## config.mk

```make
export PLATFORM = sky130hd
export DESIGN_NAME = pcsamr_mgmt_regs
export DESIGN_NICKNAME = d
export VERILOG_FILES = /design/src/rtl/pcsamr_pkg.sv /design/src/rtl/pcsamr_mgmt_regs.sv /design/src/rtl/pcsamr_edge.sv /design/src/rtl/pcsamr_rdmux.sv
export SDC_FILE = /design/constraint.sdc
export NUM_CORES = 1
export LEC_CHECK = 0
export ABC_AREA = 1
export BUFFER_PORTS_ARGS = -buffer_cell sky130_fd_sc_hd__buf_2
export CAP_MARGIN = 20
export CORE_MARGIN = 2
export CORE_UTILIZATION = 45
export DETAILED_ROUTE_END_ITERATION = 8
export PLACE_DENSITY = 0.77
export SETUP_SLACK_MARGIN = 0.4
export SYNTH_ARGS = -nofsm -noshare
export SYNTH_HDL_FRONTEND = slang
export SYNTH_SLANG_ARGS = --single-unit
```

## constraint.sdc

```tcl
create_clock -name sys_clk -period 2 [get_ports sys_clk]
set_input_delay 0.3 -clock sys_clk [delete_from_list [all_inputs] [get_ports sys_clk]]
set_output_delay 0.3 -clock sys_clk [all_outputs]
set_load 0.01 [all_outputs]
```

## src/rtl/pcsamr_pkg.sv

```systemverilog
// constants and types of the coding sublayer management register block
package pcsamr_pkg;

  localparam logic [4:0]  PHY_ADDR        = 5'h01;
  localparam logic [4:0]  ADDR_CTRL       = 5'h00;
  localparam logic [4:0]  ADDR_STATUS     = 5'h01;
  localparam logic [4:0]  ADDR_ADVERT     = 5'h04;
  localparam logic [4:0]  ADDR_PBASE      = 5'h05;
  localparam logic [4:0]  ADDR_EXPANSION  = 5'h06;
  localparam logic [4:0]  ADDR_NPAGE      = 5'h07;
  localparam logic [4:0]  ADDR_PNEXT      = 5'h08;
  localparam logic [4:0]  ADDR_XSTATUS    = 5'h0F;

  localparam logic [15:0] RST_CTRL        = 16'h1140;
  localparam logic [15:0] RST_ADVERT      = 16'h01E0;
  localparam logic [15:0] RST_NPAGE       = 16'h0000;
  localparam logic [15:0] GIGABIT_ABILITY = 16'hC000;
  localparam logic [15:0] CTRL_WR_MASK    = 16'hD380;
  localparam logic [15:0] ADV_WR_MASK     = 16'hB1E0;
  localparam logic [15:0] ADV_RSV_MASK    = 16'h4E00;

  localparam int CTRL_RESET_BIT   = 15;
  localparam int CTRL_LOOP_BIT    = 14;
  localparam int CTRL_ANEN_BIT    = 12;
  localparam int CTRL_RESTART_BIT = 9;
  localparam int CTRL_DUPLEX_BIT  = 8;
  localparam int CTRL_COLTEST_BIT = 7;
  localparam int STAT_XSTAT_BIT   = 8;
  localparam int STAT_ANDONE_BIT  = 5;
  localparam int STAT_RFAULT_BIT  = 4;
  localparam int STAT_ANABLE_BIT  = 3;
  localparam int STAT_LINK_BIT    = 2;
  localparam int STAT_EXTCAP_BIT  = 0;
  localparam int EXP_NPABLE_BIT   = 2;
  localparam int EXP_PAGERX_BIT   = 1;

  localparam logic [5:0]  PREAMBLE_LEN    = 6'h20;
  localparam logic [1:0]  OP_READ         = 2'h2;
  localparam logic [1:0]  OP_WRITE        = 2'h1;

  typedef enum logic [2:0] {
    PH_PRE,
    PH_START,
    PH_OP,
    PH_PHY,
    PH_REG,
    PH_TA,
    PH_DATA
  } pcsamr_phase_type;

  typedef struct packed {
    logic        linkUp;
    logic        anDone;
    logic        remoteFault;
    logic        pageReceived;
    logic [15:0] partnerBase;
    logic [15:0] partnerNext;
  } pcsamr_status_type;

  typedef struct packed {
    logic        pcsReset;
    logic        anRestart;
    logic        anEnable;
    logic        loopback;
    logic        fullDuplex;
    logic        collisionTest;
    logic [15:0] advert;
    logic [15:0] local_extra_page_tx;
  } pcsamr_cfg_type;

  typedef struct packed {
    pcsamr_phase_type phase;
    logic [5:0]       bitCnt;
    logic [15:0]      shiftIn;
    logic [1:0]       opCode;
    logic [4:0]       phyAddr;
    logic [4:0]       regAddr;
    logic             isRead;
    logic             rdStb;
    logic             dataOut;
    logic             dataOe;
    logic [15:0]      ctrl;
    logic [15:0]      advert;
    logic [15:0]      local_extra_page_tx;
    logic             pcsReset;
    logic             anRestart;
  } pcsamr_frame_type;

  typedef struct packed {
    logic prev;
    logic rise;
    logic fall;
  } pcsamr_edge_type;

endpackage

```

## src/rtl/pcsamr_mgmt_regs.sv

```systemverilog
// serial management frame decoder and coding sublayer register bank
`timescale 1ns/10ps
`default_nettype none
module pcsamr_mgmt_regs (
  input  wire logic                          sys_clk,
  input  wire logic                          rst_b,
  input  wire logic                          tenBitPhyMode,
  input  wire logic                          serialMgmtClockBit,
  input  wire logic                          serialMgmtIoIn,
  input  wire logic                          serialMgmtDriveBit,
  input  wire pcsamr_pkg::pcsamr_status_type pcsStatus,
  output logic                               serialMgmtIoOut,
  output logic                               serialMgmtIoOe,
  output pcsamr_pkg::pcsamr_cfg_type         pcsConfig
);

  pcsamr_pkg::pcsamr_frame_type s_reg;
  pcsamr_pkg::pcsamr_frame_type s_next;

  logic        clkRise;
  logic        clkFall;
  logic [15:0] rdData;
  logic        respond;
  logic        wrHit;
  logic [15:0] wrValue;
  logic [15:0] ctrlWord;

  pcsamr_edge u_edge (
    .sys_clk   (sys_clk),
    .rst_b     (rst_b),
    .mgmtClock (serialMgmtClockBit),
    .clkRise   (clkRise),
    .clkFall   (clkFall)
  );

  pcsamr_rdmux u_rdmux (
    .sys_clk   (sys_clk),
    .rst_b     (rst_b),
    .rdStb     (s_reg.rdStb),
    .rdAddr    (s_reg.regAddr),
    .ctrl      (s_reg.ctrl),
    .advert    (s_reg.advert),
    .local_extra_page_tx  (s_reg.local_extra_page_tx),
    .pcsStatus (pcsStatus),
    .rdData    (rdData)
  );

  // answer only our own address, and only in ten-bit mode
  assign respond = tenBitPhyMode && (s_reg.phyAddr == pcsamr_pkg::PHY_ADDR)
                   && s_reg.isRead;
  assign wrValue = {s_reg.shiftIn[14:0], serialMgmtIoIn};
  assign wrHit   = clkRise && (s_reg.phase == pcsamr_pkg::PH_DATA) && (s_reg.bitCnt == 6'h0F)
                   && !s_reg.isRead && tenBitPhyMode
                   && (s_reg.phyAddr == pcsamr_pkg::PHY_ADDR);

  // self-clearing bits are never stored, so they read back as zero
  always_comb begin
    ctrlWord = (s_reg.ctrl & ~pcsamr_pkg::CTRL_WR_MASK) | (wrValue & pcsamr_pkg::CTRL_WR_MASK);
    ctrlWord[pcsamr_pkg::CTRL_RESET_BIT]   = 1'b0;
    ctrlWord[pcsamr_pkg::CTRL_RESTART_BIT] = 1'b0;
  end

  always_comb begin
    s_next           = s_reg;
    s_next.rdStb     = 1'b0;
    s_next.pcsReset  = 1'b0;
    s_next.anRestart = 1'b0;

    // frame decode on the rising edge of the management clock
    if (clkRise) begin
      case (s_reg.phase)
        pcsamr_pkg::PH_PRE: begin
          if (serialMgmtIoIn) begin
            if (s_reg.bitCnt < pcsamr_pkg::PREAMBLE_LEN) begin
              s_next.bitCnt = s_reg.bitCnt + 6'h01;
            end
          end else if (s_reg.bitCnt >= pcsamr_pkg::PREAMBLE_LEN) begin
            s_next.phase  = pcsamr_pkg::PH_START;
            s_next.bitCnt = 6'h00;
          end else begin
            s_next.bitCnt = 6'h00;
          end
        end
        pcsamr_pkg::PH_START: begin
          s_next.bitCnt = 6'h00;
          s_next.phase  = serialMgmtIoIn ? pcsamr_pkg::PH_OP : pcsamr_pkg::PH_PRE;
        end
        pcsamr_pkg::PH_OP: begin
          s_next.opCode = {s_reg.opCode[0], serialMgmtIoIn};
          if (s_reg.bitCnt == 6'h01) begin
            s_next.phase  = pcsamr_pkg::PH_PHY;
            s_next.bitCnt = 6'h00;
          end else begin
            s_next.bitCnt = s_reg.bitCnt + 6'h01;
          end
        end
        pcsamr_pkg::PH_PHY: begin
          s_next.phyAddr = {s_reg.phyAddr[3:0], serialMgmtIoIn};
          if (s_reg.bitCnt == 6'h04) begin
            s_next.phase  = pcsamr_pkg::PH_REG;
            s_next.bitCnt = 6'h00;
          end else begin
            s_next.bitCnt = s_reg.bitCnt + 6'h01;
          end
        end
        pcsamr_pkg::PH_REG: begin
          s_next.regAddr = {s_reg.regAddr[3:0], serialMgmtIoIn};
          if (s_reg.bitCnt == 6'h04) begin
            s_next.bitCnt = 6'h00;
            s_next.isRead = (s_reg.opCode == pcsamr_pkg::OP_READ);
            s_next.rdStb  = (s_reg.opCode == pcsamr_pkg::OP_READ);
            // an illegal opcode abandons the frame
            if ((s_reg.opCode == pcsamr_pkg::OP_READ) || (s_reg.opCode == pcsamr_pkg::OP_WRITE)) begin
              s_next.phase = pcsamr_pkg::PH_TA;
            end else begin
              s_next.phase = pcsamr_pkg::PH_PRE;
            end
          end else begin
            s_next.bitCnt = s_reg.bitCnt + 6'h01;
          end
        end
        pcsamr_pkg::PH_TA: begin
          if (s_reg.bitCnt == 6'h01) begin
            s_next.phase  = pcsamr_pkg::PH_DATA;
            s_next.bitCnt = 6'h00;
          end else begin
            s_next.bitCnt = s_reg.bitCnt + 6'h01;
          end
        end
        pcsamr_pkg::PH_DATA: begin
          s_next.shiftIn = wrValue;
          if (s_reg.bitCnt == 6'h0F) begin
            s_next.phase  = pcsamr_pkg::PH_PRE;
            s_next.bitCnt = 6'h00;
          end else begin
            s_next.bitCnt = s_reg.bitCnt + 6'h01;
          end
        end
        default: begin
          s_next.phase  = pcsamr_pkg::PH_PRE;
          s_next.bitCnt = 6'h00;
        end
      endcase
    end

    // read data change on the falling edge so the host samples on the rise
    if (clkFall) begin
      if ((s_reg.phase == pcsamr_pkg::PH_TA) && (s_reg.bitCnt == 6'h01) && respond) begin
        s_next.dataOe  = 1'b1;
        s_next.dataOut = 1'b0;
      end else if ((s_reg.phase == pcsamr_pkg::PH_DATA) && respond) begin
        s_next.dataOe  = 1'b1;
        s_next.dataOut = rdData[4'hF - s_reg.bitCnt[3:0]];
      end else begin
        s_next.dataOe  = 1'b0;
        s_next.dataOut = 1'b0;
      end
    end
    // never fight the host, and stay silent outside ten-bit mode
    if (!tenBitPhyMode || serialMgmtDriveBit) begin
      s_next.dataOe = 1'b0;
    end

    // register writes at the last data bit of a write frame
    if (wrHit) begin
      case (s_reg.regAddr)
        pcsamr_pkg::ADDR_CTRL: begin
          if (wrValue[pcsamr_pkg::CTRL_RESET_BIT]) begin
            s_next.ctrl     = pcsamr_pkg::RST_CTRL;
            s_next.advert   = pcsamr_pkg::RST_ADVERT;
            s_next.local_extra_page_tx = pcsamr_pkg::RST_NPAGE;
            s_next.pcsReset = 1'b1;
          end else begin
            s_next.ctrl      = ctrlWord;
            s_next.anRestart = wrValue[pcsamr_pkg::CTRL_RESTART_BIT];
          end
        end
        pcsamr_pkg::ADDR_ADVERT: begin
          // reserved bits keep their stored zeros
          s_next.advert = (s_reg.advert & ~pcsamr_pkg::ADV_WR_MASK)
                          | (wrValue & pcsamr_pkg::ADV_WR_MASK);
        end
        pcsamr_pkg::ADDR_NPAGE: begin
          s_next.local_extra_page_tx = wrValue;
        end
        default: begin
          s_next.ctrl = s_reg.ctrl;
        end
      endcase
    end
  end

  always_ff @(posedge sys_clk or negedge rst_b) begin
    if (!rst_b) begin
      s_reg          <= '0;
      s_reg.phase    <= pcsamr_pkg::PH_PRE;
      s_reg.ctrl     <= pcsamr_pkg::RST_CTRL;
      s_reg.advert   <= pcsamr_pkg::RST_ADVERT;
      s_reg.local_extra_page_tx <= pcsamr_pkg::RST_NPAGE;
    end else begin
      s_reg <= s_next;
    end
  end

  assign serialMgmtIoOut         = s_reg.dataOut;
  assign serialMgmtIoOe          = s_reg.dataOe;
  assign pcsConfig.pcsReset      = s_reg.pcsReset;
  assign pcsConfig.anRestart     = s_reg.anRestart;
  assign pcsConfig.anEnable      = s_reg.ctrl[pcsamr_pkg::CTRL_ANEN_BIT];
  assign pcsConfig.loopback      = s_reg.ctrl[pcsamr_pkg::CTRL_LOOP_BIT];
  assign pcsConfig.fullDuplex    = s_reg.ctrl[pcsamr_pkg::CTRL_DUPLEX_BIT];
  assign pcsConfig.collisionTest = s_reg.ctrl[pcsamr_pkg::CTRL_COLTEST_BIT];
  assign pcsConfig.advert        = s_reg.advert;
  assign pcsConfig.local_extra_page_tx      = s_reg.local_extra_page_tx;
endmodule
`default_nettype wire

```

## src/rtl/pcsamr_edge.sv

```systemverilog
// edge pulses of the software-driven management clock bit
`timescale 1ns/10ps
`default_nettype none
module pcsamr_edge (
  input  wire logic sys_clk,
  input  wire logic rst_b,
  input  wire logic mgmtClock,
  output logic      clkRise,
  output logic      clkFall
);

  pcsamr_pkg::pcsamr_edge_type s_reg;
  pcsamr_pkg::pcsamr_edge_type s_next;

  always_comb begin
    s_next      = s_reg;
    s_next.prev = mgmtClock;
    s_next.rise = mgmtClock & ~s_reg.prev;
    s_next.fall = ~mgmtClock & s_reg.prev;
  end

  always_ff @(posedge sys_clk or negedge rst_b) begin
    if (!rst_b) begin
      s_reg <= '0;
    end else begin
      s_reg <= s_next;
    end
  end

  assign clkRise = s_reg.rise;
  assign clkFall = s_reg.fall;

endmodule
`default_nettype wire

```

## src/rtl/pcsamr_rdmux.sv

```systemverilog
// registered read selection of the management register map
`timescale 1ns/10ps
`default_nettype none
module pcsamr_rdmux (
  input  wire logic                          sys_clk,
  input  wire logic                          rst_b,
  input  wire logic                          rdStb,
  input  wire logic [4:0]                    rdAddr,
  input  wire logic [15:0]                   ctrl,
  input  wire logic [15:0]                   advert,
  input  wire logic [15:0]                   local_extra_page_tx,
  input  wire pcsamr_pkg::pcsamr_status_type pcsStatus,
  output logic [15:0]                        rdData
);

  logic [15:0] rdData_reg;
  logic [15:0] rdData_next;
  logic [15:0] statusWord;
  logic [15:0] expansionWord;

  always_comb begin
    statusWord                              = 16'h0000;
    statusWord[pcsamr_pkg::STAT_XSTAT_BIT]  = 1'b1;
    statusWord[pcsamr_pkg::STAT_ANDONE_BIT] = pcsStatus.anDone;
    statusWord[pcsamr_pkg::STAT_RFAULT_BIT] = pcsStatus.remoteFault;
    statusWord[pcsamr_pkg::STAT_ANABLE_BIT] = 1'b1;
    statusWord[pcsamr_pkg::STAT_LINK_BIT]   = pcsStatus.linkUp;
    statusWord[pcsamr_pkg::STAT_EXTCAP_BIT] = 1'b1;
    expansionWord                             = 16'h0000;
    expansionWord[pcsamr_pkg::EXP_NPABLE_BIT] = 1'b1;
    expansionWord[pcsamr_pkg::EXP_PAGERX_BIT] = pcsStatus.pageReceived;
    rdData_next = rdData_reg;
    if (rdStb) begin
      case (rdAddr)
        pcsamr_pkg::ADDR_CTRL:      rdData_next = ctrl;
        pcsamr_pkg::ADDR_STATUS:    rdData_next = statusWord;
        pcsamr_pkg::ADDR_ADVERT:    rdData_next = advert;
        pcsamr_pkg::ADDR_PBASE:     rdData_next = pcsStatus.partnerBase;
        pcsamr_pkg::ADDR_EXPANSION: rdData_next = expansionWord;
        pcsamr_pkg::ADDR_NPAGE:     rdData_next = local_extra_page_tx;
        pcsamr_pkg::ADDR_PNEXT:     rdData_next = pcsStatus.partnerNext;
        pcsamr_pkg::ADDR_XSTATUS:   rdData_next = pcsamr_pkg::GIGABIT_ABILITY;
        default:                    rdData_next = 16'h0000;
      endcase
    end
  end

  always_ff @(posedge sys_clk or negedge rst_b) begin
    if (!rst_b) begin
      rdData_reg <= 16'h0000;
    end else begin
      rdData_reg <= rdData_next;
    end
  end

  assign rdData = rdData_reg;

endmodule
`default_nettype wire

```

==> results.toml, run 1 <==
[finish]
final_cell_mix = "nand2_1 (206), dfrtp_1 (79), buf_2 (71), inv_1 (43)"
drive_gt1_frac = 0.323
fillers = 978
final_core_util = 0.549
area_delta_synth_final_pct = 20.4
largest_reg_flops = 39
fin_area_mm2 = 0.00587
diodes = 0
fin_nets = 743
mostFrequentLayoutCell = "nand2_1"

[detailed_routing]
wl_per_cell_um = 15.1
routed_wirelength_mm = 12.7
dr_total_vias = 4311
drc_errors = 0
drt_first_pass_iters = 5
drt_iter0_drc = 257
ant_nets = 0
avgViaCountPerCell = 5.12

[sta]
fin_crit_sh = 0.834
rsz0062_at_grt = "true"
holdWs_ns = 0.0641
tns_ns = 0
fin_skew_ns = 0.00798
final-max-slew-violation-count = 0
setup_viol = 0
fmax_ghz = 0.600
hold_viol = 0
fin_crit_ns = 1.67

[floorplan]
ioPinCount = 82
start_util = 0.456
core-area_mm2 = 0.0107
fp.dieH_um = 108
fp.dieW_um = 108
std_cell_rows = 38
dieArea_mm2 = 0.0117

[logic_synthesis]
synth_cells = 626
synth_xor_area_frac = 0.00359
synth_warnings = 0
synth-edff-count = 0
synthMuxAreaShare = 0.0208
yosysUniqueCellTypes = 33
synth_top_family_by_area = "simple AND/OR/NAND/NOR gates"
avgSynthCellArea_um2 = 7.80
synth_fa_ha_area_frac = 0.0103
ys_async_sr_fraction = 1.00
netlist_area_mm2 = 0.00488
synth-main-ff-cell = "dfrtp_1"
synth-compound-area-share = 0.0787
ys_seq_area_frac = 0.458
synth_simple_gate_area_frac = 0.308
ys_ff_latch = 89

[place]
gp_congestion = 0.952
dpl_cell_area_mm2 = 0.00520
hpwlAfterDp_mm = 8.73
place.port_buffers = 72

[global_routing]
grt_first_pass_wirelength_mm = 19.7
antenna_found_initial = 0
gr-total-overflow = 0
grt_pass1_vias = 4043
grt_start_max_net_pins = 58
globalRouteTotalUtil = 0.220

[run]
drv_cap = 0

[critical_path]
reg2reg_depth = 8
max_stage_delay_ns = 0.41
worstPathRequired_ns = 2.27
cp-end-kind = "flop"
crit_slowest_cell = "dfrtp_2"
worstPathMaxFanout = 8
cp_data_arrival_time_ns = 1.94
path_class = "flop to flop"
startpoint_type = "flop"
path_cells = "inv_4 > nor3_4 > nand2_4 > nor2_8 > nand4_4 > clkbuf_16 > nand2_2 > o21ai_2"

[clock_tree]
clk_pin_slew_worst_paths_ns = 0.09
cts_inserted_buffers = 9
cts.path.max_buffers = 2
clock_sinks = 89
clkLatencyLatePin_ns = 0.38
cts-root-buf = "clkbuf_8"
htreeDepth = 3
cts_tree = "yes"

[pwr]
p_leak_nw = 2.99
powerDensity_mw_per_mm2 = 902
peakVddDrop_mv = 0.469
p_total_mw = 5.30

[min_path]
hp-class = "primary input to flop"
whs_path_depth = 1

[status]
status = "completed"
## path summary, 6_finish.rpt
kind,startpoint,endpoint,slack [ns]
min in group asynchronous,rst_b,pcsConfig[37],0.40
worst min-delay path,serialMgmtClockBit,u_edge.s_reg[2],0.06
worst max register to register,s_reg[89],pcsConfig[10],0.33
worst min register to register,u_edge.s_reg[2],u_edge.clkRise,0.43
worst max-delay path,s_reg[89],pcsConfig[10],0.33
max in group asynchronous,rst_b,s_reg[83],0.92
## power by group
part	switching [mW]	total, mW	leakage, nW	internal (mW)
Combinational	1.16	1.83	1.81	0.673
Clock	0.684	1.14	0.0866	0.456
Sequential	0.258	2.32	1.09	2.07
## cells by family (layout without fill, tap and decap cells)
| logic type | after synthesis | after routing |
|---|---|---|
| simple gates | 350 | 350 |
| xor+xnor | 2 | 2 |
| flops | 89 | 89 |
| fa+ha+maj | 4 | 4 |
| mux | 9 | 9 |
| other cells | 1 | 9 |
| compound gates | 64 | 64 |
| buf+inv | 107 | 175 |
## Yosys cell counts (2+ instances only)
cell,n,area share
xor2_1,2,0.0036
clkbuf_1,7,0.0054
nor3_4,2,0.0067
nor2_1,46,0.035
buf_4,38,0.058
nor3_1,4,0.0041
nand4_1,8,0.010
a21oi_1,8,0.0082
nand3_1,42,0.043
dfstp_2,7,0.038
o21ai_0,37,0.038
or2_2,2,0.0026
dfrtp_1,82,0.42
inv_2,2,0.0015
nand2_1,234,0.18
inv_1,49,0.038
nor3b_1,2,0.0031
ha_1,4,0.010
o21ai_2,15,0.027
nor2_4,2,0.0046
buf_6,4,0.0092
o21bai_1,2,0.0031
mux2_2,9,0.021
buf_2,7,0.0072
nor2_2,3,0.0038
## layout make-up
cell class              count  area (µm²)  share of cell area
multi-input cells         438        2370               0.403
repair buffers            108         722               0.123
flip-flops and latches     89        2240               0.381
well taps                 140         175              0.0298
clock buffers              10         128              0.0217
inverters                  51         199              0.0339
clock inverters             6        43.8             0.00745
## timing repair
item                       CTS  global route
hold endpoints to repair    25             0
setup endpoints to repair   40            42
cloned                       1             1
hold buffers                 1             0
buffers inserted             9            11
pin swaps                    2            22
gates resized for setup     11            79
## per-stage QoR
stage | worst slack [ns] | instances
4_1_cts | 0.366 | 830
2_1_floorplan | 0.377 | 634
3_3_place_gp | 0.273 | 803
6_report | 0.332 | 842
5_1_grt | 0.276 | 842
3_5_place_dp | 0.217 | 803
## metal layers
metal | track usage | routed length [µm]
met3 | 0.0542 | 657
met2 | 0.358 | 6270
met4 | 0.0833 | 397
met5 | 0 | 0
met1 | 0.284 | 5360
## worst max-delay path: cells and delay by family (launching register included)
kind,cells,cell delay [ns]
buffers and inverters,2,0.31
AO/OA/AOI/OAI,1,0.04
AND/OR/NAND/NOR,5,0.80
flip-flops,1,0.41
Power figures use the tool's default switching activity.
==> run 2, diff against run 1 <==
- clock period: 2 -> 1.55 ns (I/O delays scaled with it)
==> results.toml, run 2 (synthesis results as in run 1) <==
[detailed_routing]
routed_wirelength_mm = 16.0
drt_iter0_drc = 350
wl_per_cell_um = 17.8
drt-met1-wl_mm = 6.04
ant_nets = 0
met2WireLength_mm = 8.07
dr_total_vias = 4858
drt_first_pass_iters = 5
met3_length_mm = 1.11
drc_errors = 0
highest_layer = "met4"
avgViaCountPerCell = 5.42

[finish]
fin_nets = 798
fin_area_mm2 = 0.00688
drive_gt1_frac = 0.465
final_cell_mix = "nand2_1 (176), dfrtp_1 (78), buf_2 (63), buf_4 (56), nand2_2 (41)"
area_delta_synth_final_pct = 40.9
largest_reg_flops = 39
mostFrequentLayoutCell = "nand2_1"
fillers = 782
diodes = 0

[sta]
final-max-slew-violation-count = 0
holdWs_ns = 0.0820
setup_viol = 38
hold_viol = 0
fin_crit_ns = 1.62
fmax_ghz = 0.618
fin_skew_ns = 0.00960
fin_crit_sh = 1.04
rsz0062_at_grt = "true"
fin_ws_ns = -0.0686

[critical_path]
worstPathMaxFanout = 8
worstPathRequired_ns = 1.82
path_class = "flop to flop"
cp_data_arrival_time_ns = 1.89
cp-end-kind = "flop"
startpoint_type = "flop"

[floorplan]
start_util = 0.456
ioPinCount = 82
core-area_mm2 = 0.0107
fp.dieH_um = 108
dieArea_mm2 = 0.0117
std_cell_rows = 38
fp.dieW_um = 108

[min_path]
hp-class = "primary input to flop"

[place]
gp_congestion = 0.963
dpl_cell_area_mm2 = 0.00539
hpwlAfterDp_mm = 8.85
place.port_buffers = 72

[clock_tree]
htreeDepth = 3
clk_pin_slew_worst_paths_ns = 0.10
clock_sinks = 89
cts_tree = "yes"
clkLatencyLatePin_ns = 0.38
cts-root-buf = "clkbuf_8"
cts.path.max_buffers = 2
cts_inserted_buffers = 9

[global_routing]
grt_first_pass_wirelength_mm = 23.0
antenna_found_initial = 0
gr-total-overflow = 0
grt_pass1_vias = 4653
globalRouteTotalUtil = 0.256
grt_start_max_net_pins = 32

[pwr]
combPwrFrac = 0.415
swShare = 0.421
clkPwrFrac = 0.201
peakVddDrop_mv = 0.649
p_leak_nw = 3.63
powerDensity_mw_per_mm2 = 1160
power.switching_mw = 3.37
p_seq_frac = 0.383
p_int_mw = 4.63

[status]
violations = "negative setup slack"
status = "finished with violations"

[run]
drv_cap = 0
==> run 2: cell count changes in the layout (fill, tap and decap cells not counted), moves of 11 or more <==
cell | previous run | this run
o21ai_0 | 33 | 9
buf_4 | 28 | 56
buf_6 | 3 | 28
nand3_1 | 36 | 22
nand2_2 | 12 | 41
nand2_1 | 206 | 176
nor2_4 | 4 | 18
o21ai_2 | 15 | 26
o21ai_1 | 5 | 18
==> run 2: path summary, 6_finish.rpt <==
path,startpoint,endpoint,slack [ns],depth (start not counted)
worst min register to register,u_edge.s_reg[2],u_edge.clkRise,0.42,1
worst min-delay path,serialMgmtDriveBit,serialMgmtIoOe,0.08,4
worst max-delay path,s_reg[88],pcsConfig[34],-0.07,6
worst max register to register,s_reg[88],pcsConfig[34],-0.07,6
min in group asynchronous,rst_b,u_rdmux.rdData[11],0.31,2
max in group asynchronous,rst_b,s_reg[40],0.64,3
==> run 2: cell type report <==
cell class              instances  area (µm²)  share of cell area
clock buffers                   9         124              0.0180
clock inverters                 7        68.8              0.0100
inverters                      51         199              0.0289
multi-input cells             439        2710               0.394
flip-flops and latches         89        2240               0.326
well taps                     140         175              0.0255
repair buffers                161        1350               0.197
repair inverters                1        7.51             0.00109
==> run 2: critical path, cell delays in order, from the launching register on <==
cell,delay (ns)
dfrtp_1,0.43
nor3_4,0.28
nand2_4,0.13
nor3_4,0.34
nand2_4,0.15
nand2_1,0.11
o21ai_1,0.06
==> run 2: power by group through the flow <==
stage	registers (mW)	logic [mW]	clock network, mW
2_1_floorplan	2.93	1.61	0
6_report	3.07	3.32	1.61
5_1_grt	3.11	3.59	1.74
3_5_place_dp	3.00	2.16	0
4_1_cts	2.99	2.74	1.62
3_3_place_gp	2.98	2.11	0
==> run 2: routing by layer <==
metal	up-vias	track usage
met5	-	0
met4	0	0.132
met3	71	0.0404
met2	269	0.434
met1	2332	0.317
li1	2186	-
==> run 2: repair_timing <==
item                                   4_1_cts  5_1_grt
pin swaps                                   65       56
gates cloned                                 7        2
setup endpoints to repair                  113      115
endpoints found under the hold margin       21        0
setup buffers                               33       22
gates resized for setup                    123       73
hold buffers                                 2        0
==> run 2: stage by stage <==
step	util	power, mW	setup slack, ns	std cells	TNS [ns]
6_report	0.643	8.00	-0.0686	897	-0.760
2_1_floorplan	-	4.54	0.0505	634	0
4_1_cts	0.600	7.34	-0.0187	873	-0.0926
5_1_grt	0.643	8.44	-0.128	897	-3.99
3_5_place_dp	0.504	5.16	-0.0372	815	-0.130
3_3_place_gp	0.504	5.08	0.0297	815	0
